===== src/design/byte_move_pkg.sv =====
// Shared constants and types for the byte move and swap execution unit
package byte_move_pkg;
  localparam int unsigned CLK_MHZ = 25;
  localparam logic [15:0] SHORT_LO = 16'hFE20;
  localparam logic [15:0] SHORT_HI = 16'hFF1F;
  localparam logic [15:0] SFR_HOLE_LO = 16'hFFD0;
  localparam logic [15:0] SFR_HOLE_HI = 16'hFFDF;
  localparam logic [15:0] SFR_LO = 16'hFF00;
  localparam logic [15:0] CALL_LO = 16'h0800;
  localparam logic [15:0] CALL_HI = 16'h0FFF;
  localparam logic [15:0] TABLE_LO = 16'h0040;
  localparam logic [15:0] TABLE_HI = 16'h007F;
  localparam logic [15:0] HSRAM_LO = 16'hFB00;
  localparam logic [15:0] HSRAM_HI = 16'hFEFF;
  localparam int unsigned PSW_Z_BIT = 6;
  localparam int unsigned PSW_AC_BIT = 4;
  localparam int unsigned PSW_CY_BIT = 0;
  localparam logic [7:0] PSW_FLAG_MASK = 8'h51;
  localparam logic [7:0] PSW_RESET = 8'h02;
  localparam logic [2:0] REG_X = 3'h0;
  localparam logic [2:0] REG_A = 3'h1;
  localparam logic [2:0] REG_C = 3'h2;
  localparam logic [2:0] REG_B = 3'h3;
  localparam logic [1:0] PAIR_HL = 2'h3;
  localparam logic [3:0] CYC_RR = 4'h2;
  localparam logic [3:0] CYC_IMM = 4'h4;
  localparam logic [3:0] CYC_SHORT_FAST = 4'h4;
  localparam logic [3:0] CYC_SHORT_SLOW = 4'h5;
  localparam logic [3:0] CYC_ABS_FAST = 4'h8;
  localparam logic [3:0] CYC_ABS_SLOW = 4'h9;
  localparam logic [3:0] CYC_SWAP_SLOW = 4'hA;
  localparam logic [3:0] CYC_IND_FAST = 4'h4;
  localparam logic [3:0] CYC_IND_SLOW = 4'h5;
  localparam logic [3:0] CYC_IDX_FAST = 4'h6;
  localparam logic [3:0] CYC_IDX_SLOW = 4'h7;
  localparam logic [3:0] CYC_PSW_IMM = 4'h7;

  // Operand source / destination kind of a byte transfer
  typedef enum logic [2:0] {
    OPD_REG   = 3'h0,
    OPD_IMM   = 3'h1,
    OPD_SHORT = 3'h2,
    OPD_SFR   = 3'h3,
    OPD_ABS   = 3'h4,
    OPD_IND   = 3'h5,
    OPD_PSW   = 3'h6
  } opd_kind_t;

  // Index mode of indirect operands
  typedef enum logic [1:0] {
    IDX_NONE = 2'h0,
    IDX_DISP = 2'h1,
    IDX_B    = 2'h2,
    IDX_C    = 2'h3
  } idx_mode_t;

  typedef enum logic [1:0] {
    ST_IDLE = 2'b00,
    ST_WAIT = 2'b01,
    ST_DONE = 2'b11
  } exec_state_t;
endpackage : byte_move_pkg


===== src/design/reg_file_if.sv =====
// Register file port bundle between the executor and its register bank memory
`timescale 1ns/1ns
`default_nettype none
interface reg_file_if;
  logic [1:0] bank;
  logic [2:0] rd_sel;
  logic [7:0] rd_data;
  logic       wr_en;
  logic [2:0] wr_sel;
  logic [7:0] wr_data;
  logic [7:0] x_q;
  logic [7:0] a_q;
  logic [7:0] b_q;
  logic [7:0] c_q;
  logic [7:0] l_q;
  logic [7:0] h_q;
  logic [7:0] e_q;
  logic [7:0] d_q;
  modport core (output bank, rd_sel, wr_en, wr_sel, wr_data,
                input rd_data, x_q, a_q, b_q, c_q, l_q, h_q, e_q, d_q);
  modport mem (input bank, rd_sel, wr_en, wr_sel, wr_data,
               output rd_data, x_q, a_q, b_q, c_q, l_q, h_q, e_q, d_q);
endinterface : reg_file_if
`default_nettype wire


===== src/design/reg_bank_mem.sv =====
// Four banks of eight general byte registers with registered read port
`timescale 1ns/1ns
`default_nettype none
module reg_bank_mem (
  input  wire logic clock_i,
  input  wire logic rst_i,
  reg_file_if.mem   rf
);
  import byte_move_pkg::*;
  logic [7:0] regs_r [4][8];

  always_ff @(posedge clock_i) begin
    if (rst_i) begin
      for (int b = 0; b < 4; b++) begin
        for (int r = 0; r < 8; r++) begin
          regs_r[b][r] <= 8'h00;
        end
      end
    end else if (rf.wr_en) begin
      regs_r[rf.bank][rf.wr_sel] <= rf.wr_data;
    end
  end

  always_ff @(posedge clock_i) begin
    if (rst_i) begin
      rf.rd_data <= 8'h00;
    end else begin
      rf.rd_data <= regs_r[rf.bank][rf.rd_sel];
    end
  end

  // Pair halves of the active bank, used for address forming
  assign rf.x_q = regs_r[rf.bank][0];
  assign rf.a_q = regs_r[rf.bank][1];
  assign rf.c_q = regs_r[rf.bank][2];
  assign rf.b_q = regs_r[rf.bank][3];
  assign rf.e_q = regs_r[rf.bank][4];
  assign rf.d_q = regs_r[rf.bank][5];
  assign rf.l_q = regs_r[rf.bank][6];
  assign rf.h_q = regs_r[rf.bank][7];
endmodule : reg_bank_mem
`default_nettype wire


===== src/design/byte_move_exec.sv =====
// Byte move and swap execution unit with operand range checks and cycle timing
// Operation
// RQ1: Registers 0..7 are X A C B E D L H
// RQ2: Pairs 0..3 are AX BC DE HL
// RQ3: Short direct only FE20-FF1F, word form even
// RQ4: Absolute spans all; word transfer needs even
// RQ5: Call address limited to 0800-0FFF
// RQ6: Table address even within 0040-007F
// RQ7: Special registers cannot reach FFD0-FFDF
// RQ8: Bit field three bits, bank 0..3
// RQ9: Branch displacement signed byte added to PC
// RQ10: A is the byte accumulator
// RQ11: AX word accumulator, X low A high
// RQ12: Status word loads overwrite Z AC CY
// RQ13: Fast RAM or no access: short count
// RQ14: Other memory accesses take long count
// RQ15: Indirect address pair plus disp/B/C
// RQ16: Other moves leave flags unchanged
// RQ17: Swap exchanges accumulator and operand
`timescale 1ns/1ns
`default_nettype none
module byte_move_exec (
  input  wire logic                      clock_i,
  input  wire logic                      rst_i,
  input  wire logic                      start_i,
  input  wire logic                      swap_i,
  input  wire logic                      to_acc_i,
  input  wire byte_move_pkg::opd_kind_t  kind_i,
  input  wire logic [2:0]                reg_sel_i,
  input  wire logic [1:0]                pair_sel_i,
  input  wire byte_move_pkg::idx_mode_t  idx_i,
  input  wire logic [15:0]               addr_i,
  input  wire logic [7:0]                imm_i,
  input  wire logic [1:0]                bank_i,
  input  wire logic                      word_i,
  input  wire logic [2:0]                bit_i,
  input  wire logic [10:0]               call_addr_i,
  input  wire logic [4:0]                table_addr_i,
  input  wire logic [7:0]                branch_disp_i,
  input  wire logic [15:0]               pc_i,
  input  wire logic [7:0]                mem_rdata_i,
  output logic                           busy_o,
  output logic                           done_o,
  output logic                           range_err_o,
  output logic [15:0]                    mem_addr_o,
  output logic                           mem_we_o,
  output logic [7:0]                     mem_wdata_o,
  output logic [7:0]                     program_status_word_o,
  output logic [15:0]                    word_accumulator_o,
  output logic [15:0]                    call_target_o,
  output logic [15:0]                    table_target_o,
  output logic [15:0]                    branch_target_o,
  output logic [7:0]                     bit_mask_o,
  output logic [3:0]                     cycles_o
);
  import byte_move_pkg::*;

  function automatic logic in_range(input logic [15:0] a, lo, hi);
    return (a >= lo) && (a <= hi);
  endfunction : in_range

  reg_file_if rf ();
  reg_bank_mem u_mem (.clock_i(clock_i), .rst_i(rst_i), .rf(rf));

  exec_state_t state_r;
  logic [3:0]  cnt_r;
  logic        swap_r;
  logic        to_acc_r;
  opd_kind_t   kind_r;
  logic [2:0]  reg_r;
  logic [7:0]  imm_r;
  logic [7:0]  acc_old_r;

  // Indirect address: pair plus optional index
  logic [15:0] pair_val;
  logic [15:0] ind_addr;
  logic [15:0] eff_addr;
  logic        bad_addr;
  logic        slow;
  logic [3:0]  cyc_nxt;

  always_comb begin
    unique case (pair_sel_i)  // [RQ2]
      2'h0:    pair_val = {rf.a_q, rf.x_q};
      2'h1:    pair_val = {rf.b_q, rf.c_q};
      2'h2:    pair_val = {rf.d_q, rf.e_q};
      default: pair_val = {rf.h_q, rf.l_q};
    endcase
    unique case (idx_i)  // [RQ15]
      IDX_NONE: ind_addr = pair_val;
      IDX_DISP: ind_addr = pair_val + {8'h00, imm_i};
      IDX_B:    ind_addr = pair_val + {8'h00, rf.b_q};
      IDX_C:    ind_addr = pair_val + {8'h00, rf.c_q};
    endcase
    eff_addr = (kind_i == OPD_IND) ? ind_addr : addr_i;
    bad_addr = 1'b0;
    if (kind_i == OPD_SHORT) begin
      bad_addr = !in_range(addr_i, SHORT_LO, SHORT_HI) || (word_i && addr_i[0]);  // [RQ3]
    end
    if (kind_i == OPD_ABS && word_i && addr_i[0]) begin
      bad_addr = 1'b1;  // [RQ4]
    end
    if (kind_i == OPD_SFR) begin
      bad_addr = addr_i < SFR_LO || in_range(addr_i, SFR_HOLE_LO, SFR_HOLE_HI)
                 || (word_i && addr_i[0]);  // [RQ7]
    end
    slow = !in_range(eff_addr, HSRAM_LO, HSRAM_HI);
    unique case (kind_i)  // [RQ13] [RQ14]
      OPD_REG:   cyc_nxt = CYC_RR;
      OPD_IMM:   cyc_nxt = (swap_i && reg_sel_i == REG_X && imm_i[7]) ? CYC_PSW_IMM : CYC_IMM;
      OPD_PSW:   cyc_nxt = CYC_SHORT_SLOW;
      OPD_SFR:   cyc_nxt = swap_i ? CYC_SWAP_SLOW - CYC_IMM : CYC_SHORT_SLOW;
      OPD_SHORT: cyc_nxt = slow ? (swap_i ? CYC_SHORT_SLOW + 4'h1 : CYC_SHORT_SLOW)
                               : CYC_SHORT_FAST;
      OPD_ABS:   cyc_nxt = slow ? (swap_i ? CYC_SWAP_SLOW : CYC_ABS_SLOW) : CYC_ABS_FAST;
      OPD_IND: begin
        if (idx_i == IDX_NONE) begin
          cyc_nxt = slow ? CYC_IND_SLOW + {3'h0, swap_i} : CYC_IND_FAST;
        end else if (idx_i == IDX_DISP || swap_i) begin
          cyc_nxt = slow ? CYC_ABS_SLOW + {3'h0, swap_i} : CYC_ABS_FAST;
        end else begin
          // Register-indexed moves are shorter than displacement moves
          cyc_nxt = slow ? CYC_IDX_SLOW : CYC_IDX_FAST;
        end
      end
      default:   cyc_nxt = CYC_RR;
    endcase
  end

  // Sequencer: counts the instruction's clocks
  always_ff @(posedge clock_i) begin
    if (rst_i) begin
      state_r <= ST_IDLE;
      cnt_r   <= 4'h0;
    end else begin
      unique case (state_r)
        ST_IDLE: if (start_i && !bad_addr) begin
          state_r <= ST_WAIT;
          cnt_r   <= cyc_nxt - 4'h1;
        end
        ST_WAIT: if (cnt_r <= 4'h1) state_r <= ST_DONE;
                 else cnt_r <= cnt_r - 4'h1;
        ST_DONE: state_r <= ST_IDLE;
        default: state_r <= ST_IDLE;
      endcase
    end
  end

  always_ff @(posedge clock_i) begin
    if (rst_i) begin
      swap_r <= 1'b0; to_acc_r <= 1'b0; kind_r <= OPD_REG;
      reg_r <= REG_X; imm_r <= 8'h00; acc_old_r <= 8'h00;
      mem_addr_o <= 16'h0000; cycles_o <= 4'h0; range_err_o <= 1'b0;
    end else if (state_r == ST_IDLE && start_i) begin
      range_err_o <= bad_addr;
      if (!bad_addr) begin
        swap_r <= swap_i; to_acc_r <= to_acc_i; kind_r <= kind_i;
        reg_r <= reg_sel_i; imm_r <= imm_i; acc_old_r <= rf.a_q;  // [RQ10]
        mem_addr_o <= eff_addr; cycles_o <= cyc_nxt;
      end
    end
  end

  // Register bank select and read of the named operand
  assign rf.bank   = bank_i;  // [RQ8]
  assign rf.rd_sel = (state_r == ST_IDLE) ? reg_sel_i : reg_r;  // [RQ1]

  logic       finish;
  logic [7:0] opnd;
  assign finish = (state_r == ST_WAIT) && (cnt_r <= 4'h1);
  assign opnd   = (kind_r == OPD_REG) ? rf.rd_data
                : (kind_r == OPD_IMM) ? imm_r
                : (kind_r == OPD_PSW) ? program_status_word_o : mem_rdata_i;

  // Second write of a register swap lands in DONE
  logic swap_back;
  assign swap_back = (state_r == ST_DONE) && swap_r && kind_r == OPD_REG;

  // Immediate status word load writes no register
  always_comb begin
    rf.wr_en   = 1'b0;
    rf.wr_sel  = REG_A;
    rf.wr_data = opnd;
    if (finish && !(kind_r == OPD_IMM && swap_r)) begin
      if (swap_r || to_acc_r) begin
        rf.wr_en = 1'b1;  // [RQ10] [RQ17]
      end else if (kind_r == OPD_REG || kind_r == OPD_IMM) begin
        rf.wr_en   = 1'b1;  // [RQ1]
        rf.wr_sel  = reg_r;
        rf.wr_data = (kind_r == OPD_REG) ? acc_old_r : imm_r;
      end
    end
    if (swap_back) begin
      rf.wr_en   = 1'b1;  // [RQ17]
      rf.wr_sel  = reg_r;
      rf.wr_data = acc_old_r;
    end
  end

  always_ff @(posedge clock_i) begin
    if (rst_i) begin
      mem_we_o <= 1'b0; mem_wdata_o <= 8'h00;
    end else begin
      mem_we_o <= finish && (swap_r || !to_acc_r) && kind_r != OPD_REG
                  && kind_r != OPD_IMM && kind_r != OPD_PSW;  // [RQ17]
      mem_wdata_o <= acc_old_r;
    end
  end

  // Flags change only on status word loads
  always_ff @(posedge clock_i) begin
    if (rst_i) begin
      program_status_word_o <= PSW_RESET;
    end else if (finish && kind_r == OPD_PSW && !to_acc_r) begin
      program_status_word_o <= acc_old_r;  // [RQ12]
    end else if (finish && kind_r == OPD_IMM && reg_r == REG_X && imm_r[7] && to_acc_r == 1'b0
                 && swap_r) begin
      program_status_word_o <= imm_r;  // [RQ12]
    end else begin
      program_status_word_o <= program_status_word_o;  // [RQ16]
    end
  end

  always_ff @(posedge clock_i) begin
    if (rst_i) begin
      busy_o <= 1'b0; done_o <= 1'b0; word_accumulator_o <= 16'h0000;
      call_target_o <= 16'h0000; table_target_o <= 16'h0000;
      branch_target_o <= 16'h0000; bit_mask_o <= 8'h00;
    end else begin
      busy_o <= (state_r == ST_IDLE) ? (start_i && !bad_addr) : !(state_r == ST_DONE);
      done_o <= finish;
      word_accumulator_o <= {rf.a_q, rf.x_q};  // [RQ11]
      call_target_o <= CALL_LO | {5'h00, call_addr_i};  // [RQ5]
      table_target_o <= TABLE_LO | {10'h000, table_addr_i, 1'b0};  // [RQ6]
      branch_target_o <= pc_i + {{8{branch_disp_i[7]}}, branch_disp_i};  // [RQ9]
      bit_mask_o <= 8'h01 << bit_i;  // [RQ8]
    end
  end

  write_back_a: assert property (@(posedge clock_i) disable iff (rst_i)
    swap_back |-> $past(finish)) else $error("swap second write out of step");  // [RQ17]
  abs_cycles_a: assert property (@(posedge clock_i) disable iff (rst_i)
    $rose(busy_o) && kind_r == OPD_ABS && swap_r && cycles_o != CYC_ABS_FAST
    |-> cycles_o == CYC_SWAP_SLOW) else $error("slow swap count wrong");  // [RQ14]
  reg_cycles_a: assert property (@(posedge clock_i) disable iff (rst_i)
    $rose(busy_o) && kind_r == OPD_REG |-> cycles_o == CYC_RR)
    else $error("register move count wrong");  // [RQ13]
  short_range_a: assert property (@(posedge clock_i) disable iff (rst_i)
    state_r == ST_IDLE && start_i && kind_i == OPD_SHORT && addr_i < SHORT_LO
    |=> range_err_o && !busy_o) else $error("short range not refused");  // [RQ3]
  sfr_hole_a: assert property (@(posedge clock_i) disable iff (rst_i)
    state_r == ST_IDLE && start_i && kind_i == OPD_SFR
    && in_range(addr_i, SFR_HOLE_LO, SFR_HOLE_HI) |=> range_err_o)
    else $error("special register hole reached");  // [RQ7]
  abs_even_a: assert property (@(posedge clock_i) disable iff (rst_i)
    state_r == ST_IDLE && start_i && kind_i == OPD_ABS && word_i && addr_i[0]
    |=> range_err_o) else $error("odd word address taken");  // [RQ4]
  // Targets still hold reset values on the first edge after release
  call_span_a: assert property (@(posedge clock_i) disable iff (rst_i)
    !$past(rst_i) |-> in_range(call_target_o, CALL_LO, CALL_HI))
    else $error("call out of span");  // [RQ5]
  table_span_a: assert property (@(posedge clock_i) disable iff (rst_i)
    !$past(rst_i) |-> (in_range(table_target_o, TABLE_LO, TABLE_HI) && !table_target_o[0]))
    else $error("table target bad");  // [RQ6]
  flag_hold_a: assert property (@(posedge clock_i) disable iff (rst_i)
    finish && kind_r != OPD_PSW && !(kind_r == OPD_IMM && swap_r)
    |=> $stable(program_status_word_o)) else $error("flags moved");  // [RQ16]
  bit_mask_a: assert property (@(posedge clock_i) disable iff (rst_i)
    !$past(rst_i) |-> $onehot(bit_mask_o)) else $error("bit mask not one-hot");  // [RQ8]

  reg_move_c: cover property (@(posedge clock_i) done_o && kind_r == OPD_REG);
  abs_swap_c: cover property (@(posedge clock_i) done_o && swap_r && kind_r == OPD_ABS);
  psw_load_c: cover property (@(posedge clock_i) done_o && kind_r == OPD_PSW);
  range_err_c: cover property (@(posedge clock_i) range_err_o);
endmodule : byte_move_exec
`default_nettype wire


===== config.mk =====
export PLATFORM = sky130hd
export DESIGN_NAME = byte_move_exec
export DESIGN_NICKNAME = d
export VERILOG_FILES = /design/src/design/byte_move_pkg.sv /design/src/design/reg_file_if.sv /design/src/design/reg_bank_mem.sv /design/src/design/byte_move_exec.sv
export SDC_FILE = /design/constraint.sdc
export NUM_CORES = 1
export LEC_CHECK = 0
export ABC_AREA = 0
export BUFFER_PORTS_ARGS = -buffer_cell sky130_fd_sc_hd__buf_2
export CAP_MARGIN = 20
export CELL_PAD_IN_SITES_DETAIL_PLACEMENT = 0
export CELL_PAD_IN_SITES_GLOBAL_PLACEMENT = 1
export CORE_MARGIN = 2
export CORE_UTILIZATION = 50
export CTS_CLUSTER_DIAMETER = 150
export DETAILED_ROUTE_END_ITERATION = 10
export PLACE_DENSITY_LB_ADDON = 0.1
export RECOVER_POWER = 25
export SYNTH_ARGS = -nofsm -noshare
export SYNTH_HDL_FRONTEND = slang
export SYNTH_SLANG_ARGS = --single-unit
export TNS_END_PERCENT = 5

===== constraint.sdc =====
create_clock -name clock_i -period 13.3 [get_ports clock_i]
set_input_delay 2.66 -clock clock_i [delete_from_list [all_inputs] [get_ports clock_i]]
set_output_delay 2.66 -clock clock_i [all_outputs]
set_load 0.05 [all_outputs]

==> results of run 1 <==
## worst max-delay path, cell delays in order
cell      delay (ns)
buf_4           0.44
buf_4           0.68
mux4_2          0.63
mux4_2          0.51
ha_1            0.25
inv_1           0.08
fa_1            0.18
nor2b_1         0.07
o31a_1          0.27
o31ai_1         0.45
a21oi_1         0.25
nand3b_1        0.22
a31oi_1         0.20
xnor2_1         0.19
a41oi_1         0.17
a21oi_2         0.27
ha_1            0.20
xnor2_1         0.08
a222oi_1        0.31
nor2_1          0.08
## cell type report
cell class / instances / area, sq um
Inverter: 23 / 86.33
Timing Repair Buffer: 208 / 957.2
Sequential cell: 391 / 10390
Tap cell: 461 / 576.8
Fill cell: 3099 / 15080
Multi-Input combinational cell: 1117 / 7233
Clock inverter: 18 / 181.4
Clock buffer: 58 / 1152
## metal layers
layer | GRT usage | wire length, um
met2 | 0.4272 | 23540
met1 | 0.3956 | 22350
met5 | 0 | 0
met3 | 0.05154 | 4401
met4 | 0.08063 | 1351
## registers in the layout (all words and copies together) (netlist names), 2 cells and up
name	cells
mem_addr_o	16
branch_target_o	16
u_mem.rf.rd_data	8
acc_old_r	8
cycles_o	4
bit_mask_o	8
imm_r	8
kind_r	3
table_target_o	6
call_target_o	11
state_r	2
program_status_word_o	8
mem_wdata_o	8
cnt_r	4
reg_r	3
word_accumulator_o	16
u_mem.regs_r	256
## worst paths after layout
kind,to,cells after the start,slack (ns)
worst max register to register,cnt_r[2],18,8.33
worst min register to register,mem_addr_o[3],2,0.45
worst max-delay path,cnt_r[2],20,5.39
worst min-delay path,mem_addr_o[3],2,0.45
## per-stage QoR
step	hold slack [ns]	std cells	area, sq um	utilization	setup slack, ns
2_1_floorplan	0.4394	1646	18210	-	5.491
3_3_place_gp	0.4418	2200	19380	0.5435	4.979
3_5_place_dp	0.4493	2200	19380	0.5435	4.885
4_1_cts	0.4570	2276	20710	0.5809	5.465
5_1_grt	0.4747	2276	20580	0.5771	4.929
6_report	0.4542	2276	20580	0.5771	5.394
## placed cells by master, fill, tap and decap left out, types with 15 or more instances in the layout
| master | instances |
|---|---|
| a21oi_1 | 83 |
| a31oi_1 | 21 |
| and2_0 | 15 |
| buf_2 | 90 |
| buf_4 | 17 |
| clkbuf_1 | 114 |
| clkbuf_16 | 43 |
| dfxtp_1 | 135 |
| edfxtp_1 | 256 |
| ha_1 | 27 |
| inv_1 | 23 |
| mux4_2 | 72 |
| nand2_1 | 233 |
| nand3_1 | 24 |
| nor2_1 | 347 |
| nor2b_1 | 41 |
| nor3_1 | 25 |
| o21ai_0 | 21 |
| xnor2_1 | 18 |
## power breakdown
| group | switching (W) | internal, W | leakage (nW) |
|---|---|---|---|
| registers | 0.0000315 | 0.00135 | 3.75 |
| logic | 0.000392 | 0.000155 | 3.10 |
| clock network | 0.000479 | 0.000667 | 0.648 |
| total | 0.000902 | 0.00217 | 7.50 |
## kinds of logic (layout without fill, tap and decap cells)
kind of cell    after synthesis  in the layout  share of synthesized area
compound gates              212            212                    0.07496
xor+xnor                     24             24                    0.01157
fa+ha+maj                    29             29                    0.02081
buf+inv                     138            307                    0.03500
flops                       391            391                     0.5721
mux                         104            104                     0.1142
other cells                   1             14                  0.0002065
simple gates                734            734                     0.1711
==> results_dict.tcl, run 1 <==
set metrics [dict create \
    setup_tns_ns 0 \
    syn_area_sq_um 18160 \
    tritoncts "done" \
    syn_avg_cell_area_sq_um 11.12 \
    cts_buffers 42 \
    synth_top_cell_area_share 0.4233 \
    insertion_delay_ns 0.58 \
    die-area_sq_um 37860 \
    drv_slew 137 \
    crit_path_start "bank_i[0]" \
    hold_class "flop to flop" \
    crit_arrival_ns 8.26 \
    holdBufCountCts 0 \
    rr_startpoint "u_mem.regs_r[2][40]" \
    numClockSinks 391 \
    clock_path_buffers 3 \
    cellLeakagePower_nw 7.499 \
    route.detailed.drc 0 \
    drv_cap 3 \
    pwr_density_cell_nw_per_um2 149.4 \
    core_area_sq_um 35660 \
    initial_core_util 0.5093 \
    synth_seq_cells 391 \
    grt_pass1_wl_um 78530 \
    synth_edf_count 256 \
    tightest_slew_ns 2.685 \
    max_freq_mhz 126.5 \
    crit_fanout 36 \
    max-slew-margin-rel -0.7899 \
    fin_crit_ns 7.906 \
    hold_start "mem_addr_o[3]" \
    critPathKind "input pin to flop" \
    ys_warn_count 0 \
    syn_inst 1633 \
    via_per_inst 5.878 \
    port_buffers 190 \
    power_w 0.003075 \
    rsz0062_at_grt "no" \
    outcome "complete, but fails checks" \
    detail-route-antenna-nets 0 \
    root_buffer "clkbuf_16" \
    place_congestion 0.8718 \
    critical_path.endpoint_type "flop" \
    die_x_um 194.6 \
    ys_top_cells_by_area "edfxtp_1 42%, dfxtp_1 15%, mux4_2 8.9%" \
    row_count 69 \
    synth_ff_type "edfxtp_1" \
    drt-pass1-iter-count 5 \
    synth_most_common_cell "nor2_1" \
    required_ns 13.65 \
    antenna_found_initial 0 \
    vias 13380 \
    grt.overflow.total 0 \
    cts-htree-levels 2 \
    postRouteWirelength_um 51640 \
    routedWlPerCell_um 22.69 \
    antenna_cells 0 \
    dp_hpwl_um 36570 \
    synth_commonest_cells "347 x nor2_1, 256 x edfxtp_1, 234 x nand2_1, 135 x dfxtp_1, 90 x a21oi_1" \
    ir_drop_mv 0.1078 \
    ys_types 68 \
    cts_resized 0 \
    finalHoldViolations 0 \
    grt_max_degree 60 \
    clkTransAtPathRegs_ns 0.06 \
    async_flop_share 0 \
    violations "max-capacitance violations, max-slew violations" \
    grt_pass1_vias 12740 \
    synth_top_area_cell "edfxtp_1" \
    drt_first_iter_violations 1448 \
    track_usage 0.2748 \
    start_kind "input pin" \
    final_nets 1905 \
    ys_seq_area_frac 0.5721 \
    postCtsSetupBuffers 0 \
    die_y_um 194.6 \
    clock_skew_ns 0.02684 \
    ios 205 \
    finalCritPeriodShare 0.5945 \
    setup_viol 0 \
    areaGrowthSynthToFinish_pct 13.31 \
    drive_gt1_frac 0.1466 \
]
(Power assumes the default switching activity.)
==> run 2, diff against run 1 <==
ABC_AREA = 1   (was 0)
CORE_UTILIZATION = 41   (was 50)
clock period = 7.02 ns   (was 13.3 ns; I/O delays follow)
==> run 2 against run 1 <==
The run still ends with max-capacitance violations, max-slew violations left. Count of clock-buffer cells in the layout is 2 higher. Worst setup slack worse by 4.2 ns. Final area up 3.9%. Core utilization down 9.6 points.
==> results_dict.tcl, run 2 <==
set metrics [dict create \
    p_seq_frac 0.426 \
    port_buffers 190 \
    pwr-share-clk 0.392 \
    finalHoldViolations 0 \
    grt_pass1_vias 14730 \
    required_ns 7.49 \
    combPwrFrac 0.182 \
    power_w 0.006144 \
    critPathKind "input pin to flop" \
    drt_first_iter_violations 1666 \
    synth_most_common_cell "nand2_1" \
    synth_top_area_cell "edfxtp_1" \
    postRouteWirelength_um 60120 \
    max-slew-margin-rel -1.275 \
    synthSimpleGateAreaFrac 0.2151 \
    setup_tns_ns 0 \
    crit_arrival_ns 6.32 \
    finalCritPeriodShare 0.8335 \
    holdBufCountCts 0 \
    syn_inst 2102 \
    rsz0062_at_grt "no" \
    synth_edf_count 256 \
    max_freq_mhz 170.9 \
    outcome "complete, but fails checks" \
    pwr_density_cell_nw_per_um2 287.3 \
    final_cell_mix "496 x nand2_1, 379 x nor2_1, 256 x edfxtp_1, 151 x inv_1, 135 x dfxtp_1" \
    via_per_inst 5.378 \
    synth-xor-area-share 0.004730 \
    holdWs_ns 0.4666 \
    async_flop_share 0 \
    syn_avg_cell_area_sq_um 8.809 \
    synth_fa_ha_area_frac 0.02041 \
    multi_input_area_sq_um 6957 \
    start_kind "input pin" \
    largest_reg_flops 256 \
    place_congestion 0.9154 \
    cts-htree-levels 2 \
    postCtsSetupBuffers 0 \
    clkTransAtPathRegs_ns 0.06 \
    ir_drop_mv 0.1878 \
    grt_max_degree 70 \
    regArea_sq_um 10390 \
    synth_compound_area_frac 0.1308 \
    synth_commonest_cells "496 x nand2_1, 380 x nor2_1, 256 x edfxtp_1, 152 x inv_1, 135 x dfxtp_1" \
    cts_resized 0 \
    routedWlPerCell_um 20.69 \
    ff2ff_setup_slack_ns 2.26 \
    ys_top_cells_by_area "edfxtp_1 42%, dfxtp_1 15%, nand2_1 10%" \
    dp_hpwl_um 42380 \
    areaGrowthSynthToFinish_pct 15.48 \
    ys_seq_area_frac 0.5611 \
    swShare 0.3066 \
    grt.overflow.total 0 \
    final_nets 2397 \
    violations "max-capacitance violations, max-slew violations" \
    final_util 0.4814 \
    vias 15620 \
    tritoncts "done" \
    synth_top_cell_area_share 0.4152 \
    die_y_um 216.5 \
    cellLeakagePower_nw 8.733 \
    numClockSinks 391 \
    synthMuxAreaShare 0 \
    clock_path_buffers 3 \
    drv_cap 3 \
    ys_warn_count 0 \
    core_area_sq_um 44410 \
    critical_path.endpoint_type "flop" \
    detail-route-antenna-nets 0 \
    drv_slew 150 \
    synth_seq_cells 391 \
    ios 205 \
    final_common_cell "nand2_1" \
    regMostFlops "u_mem.regs_r" \
    cts_buffers 44 \
    route.detailed.drc 0 \
    fillers 4385 \
    fin_crit_ns 5.851 \
    drive_gt1_frac 0.1051 \
    crit_fanout 69 \
    die_x_um 216.5 \
    row_count 77 \
    synth_top_family_by_area "simple AND/OR/NAND/NOR gates" \
    setup_viol 0 \
    syn_area_sq_um 18520 \
    clock_skew_ns 0.02393 \
    die-area_sq_um 46880 \
    initial_core_util 0.4169 \
    insertion_delay_ns 0.58 \
    tightest_slew_ns 3.413 \
    switchingPower_w 0.001884 \
    hold_class "flop to flop" \
    root_buffer "clkbuf_16" \
    antenna_found_initial 1 \
    drt-pass1-iter-count 6 \
    p_int_w 0.004261 \
    ys_types 55 \
    synth_ff_type "edfxtp_1" \
    grt_pass1_wl_um 90270 \
    track_usage 0.2537 \
]
==> run 2: changes by cell type in the layout (fill, tap and decap cells not counted), sizes merged, moves of 16 or more <==
| cell | delta |
|---|---|
| a221oi | +18 |
| a22oi | +16 |
| and2 | -19 |
| buf | +21 |
| inv | +136 |
| mux4 | -79 |
| nand2 | +265 |
| nand3 | +28 |
| nor2 | +44 |
| nor2b | -41 |
| o21ai | +111 |
| o22ai | +16 |
==> run 2: routing by layer <==
metal  global-route usage  part of all wire
met1               0.3526              0.45
met4               0.1011             0.036
met5                    0                 0
met3              0.03747             0.061
met2               0.3993              0.45
==> run 2: metrics by stage <==
stage | instances | setup slack, ns | instance area [sq um]
2_1_floorplan | 2115 | 1.436 | 18570
6_report | 2905 | 1.169 | 21380
5_1_grt | 2904 | 0.7123 | 21380
3_3_place_gp | 2820 | 0.7139 | 19970
3_5_place_dp | 2820 | 0.7578 | 19970
4_1_cts | 2902 | 1.368 | 21510
==> run 2: cells by family after synthesis <==
logic type	count (synthesis)
adder cells (fa/ha/maj)	29
AND/OR/NAND/NOR	995
AO/OA/AOI/OAI	394
XOR/XNOR	10
buffers and inverters	282
other	1
flip-flops	391
==> run 2: worst max-delay path: stages <==
cell,delay (ns)
clkbuf_1,0.11
clkbuf_1,1.24
inv_2,0.30
clkbuf_1,1.82
nand2_1,0.95
o21ai_0,0.38
==> run 2: final cells by class <==
class	instances	area share
antenna	2	0.0002341
clock buffer	60	0.06009
clock inverter	22	0.01153
inverter	166	0.02949
multi-input combinational	1442	0.3253
sequential	391	0.4859
tap	592	0.03464
timing repair buffer	230	0.05278
==> run 2: path summary, 6_finish.rpt <==
check | from | to | depth (start not counted)
max | rst_i | mem_addr_o[10] | 6
min | mem_addr_o[0] | mem_addr_o[0] | 2
max reg2reg | kind_r[2] | u_mem.regs_r[3][15] | 9
min reg2reg | mem_addr_o[0] | mem_addr_o[0] | 2
==> run 2: power by group through the flow <==
stage	clock, W	combinational [W]	sequential (W)
5_1_grt	0.00255	0.00121	0.00263
6_report	0.00241	0.00112	0.00262
3_5_place_dp	0	0.00112	0.00266
4_1_cts	0.00245	0.00113	0.00262
2_1_floorplan	0	0.000599	0.00279
3_3_place_gp	0	0.00112	0.00266
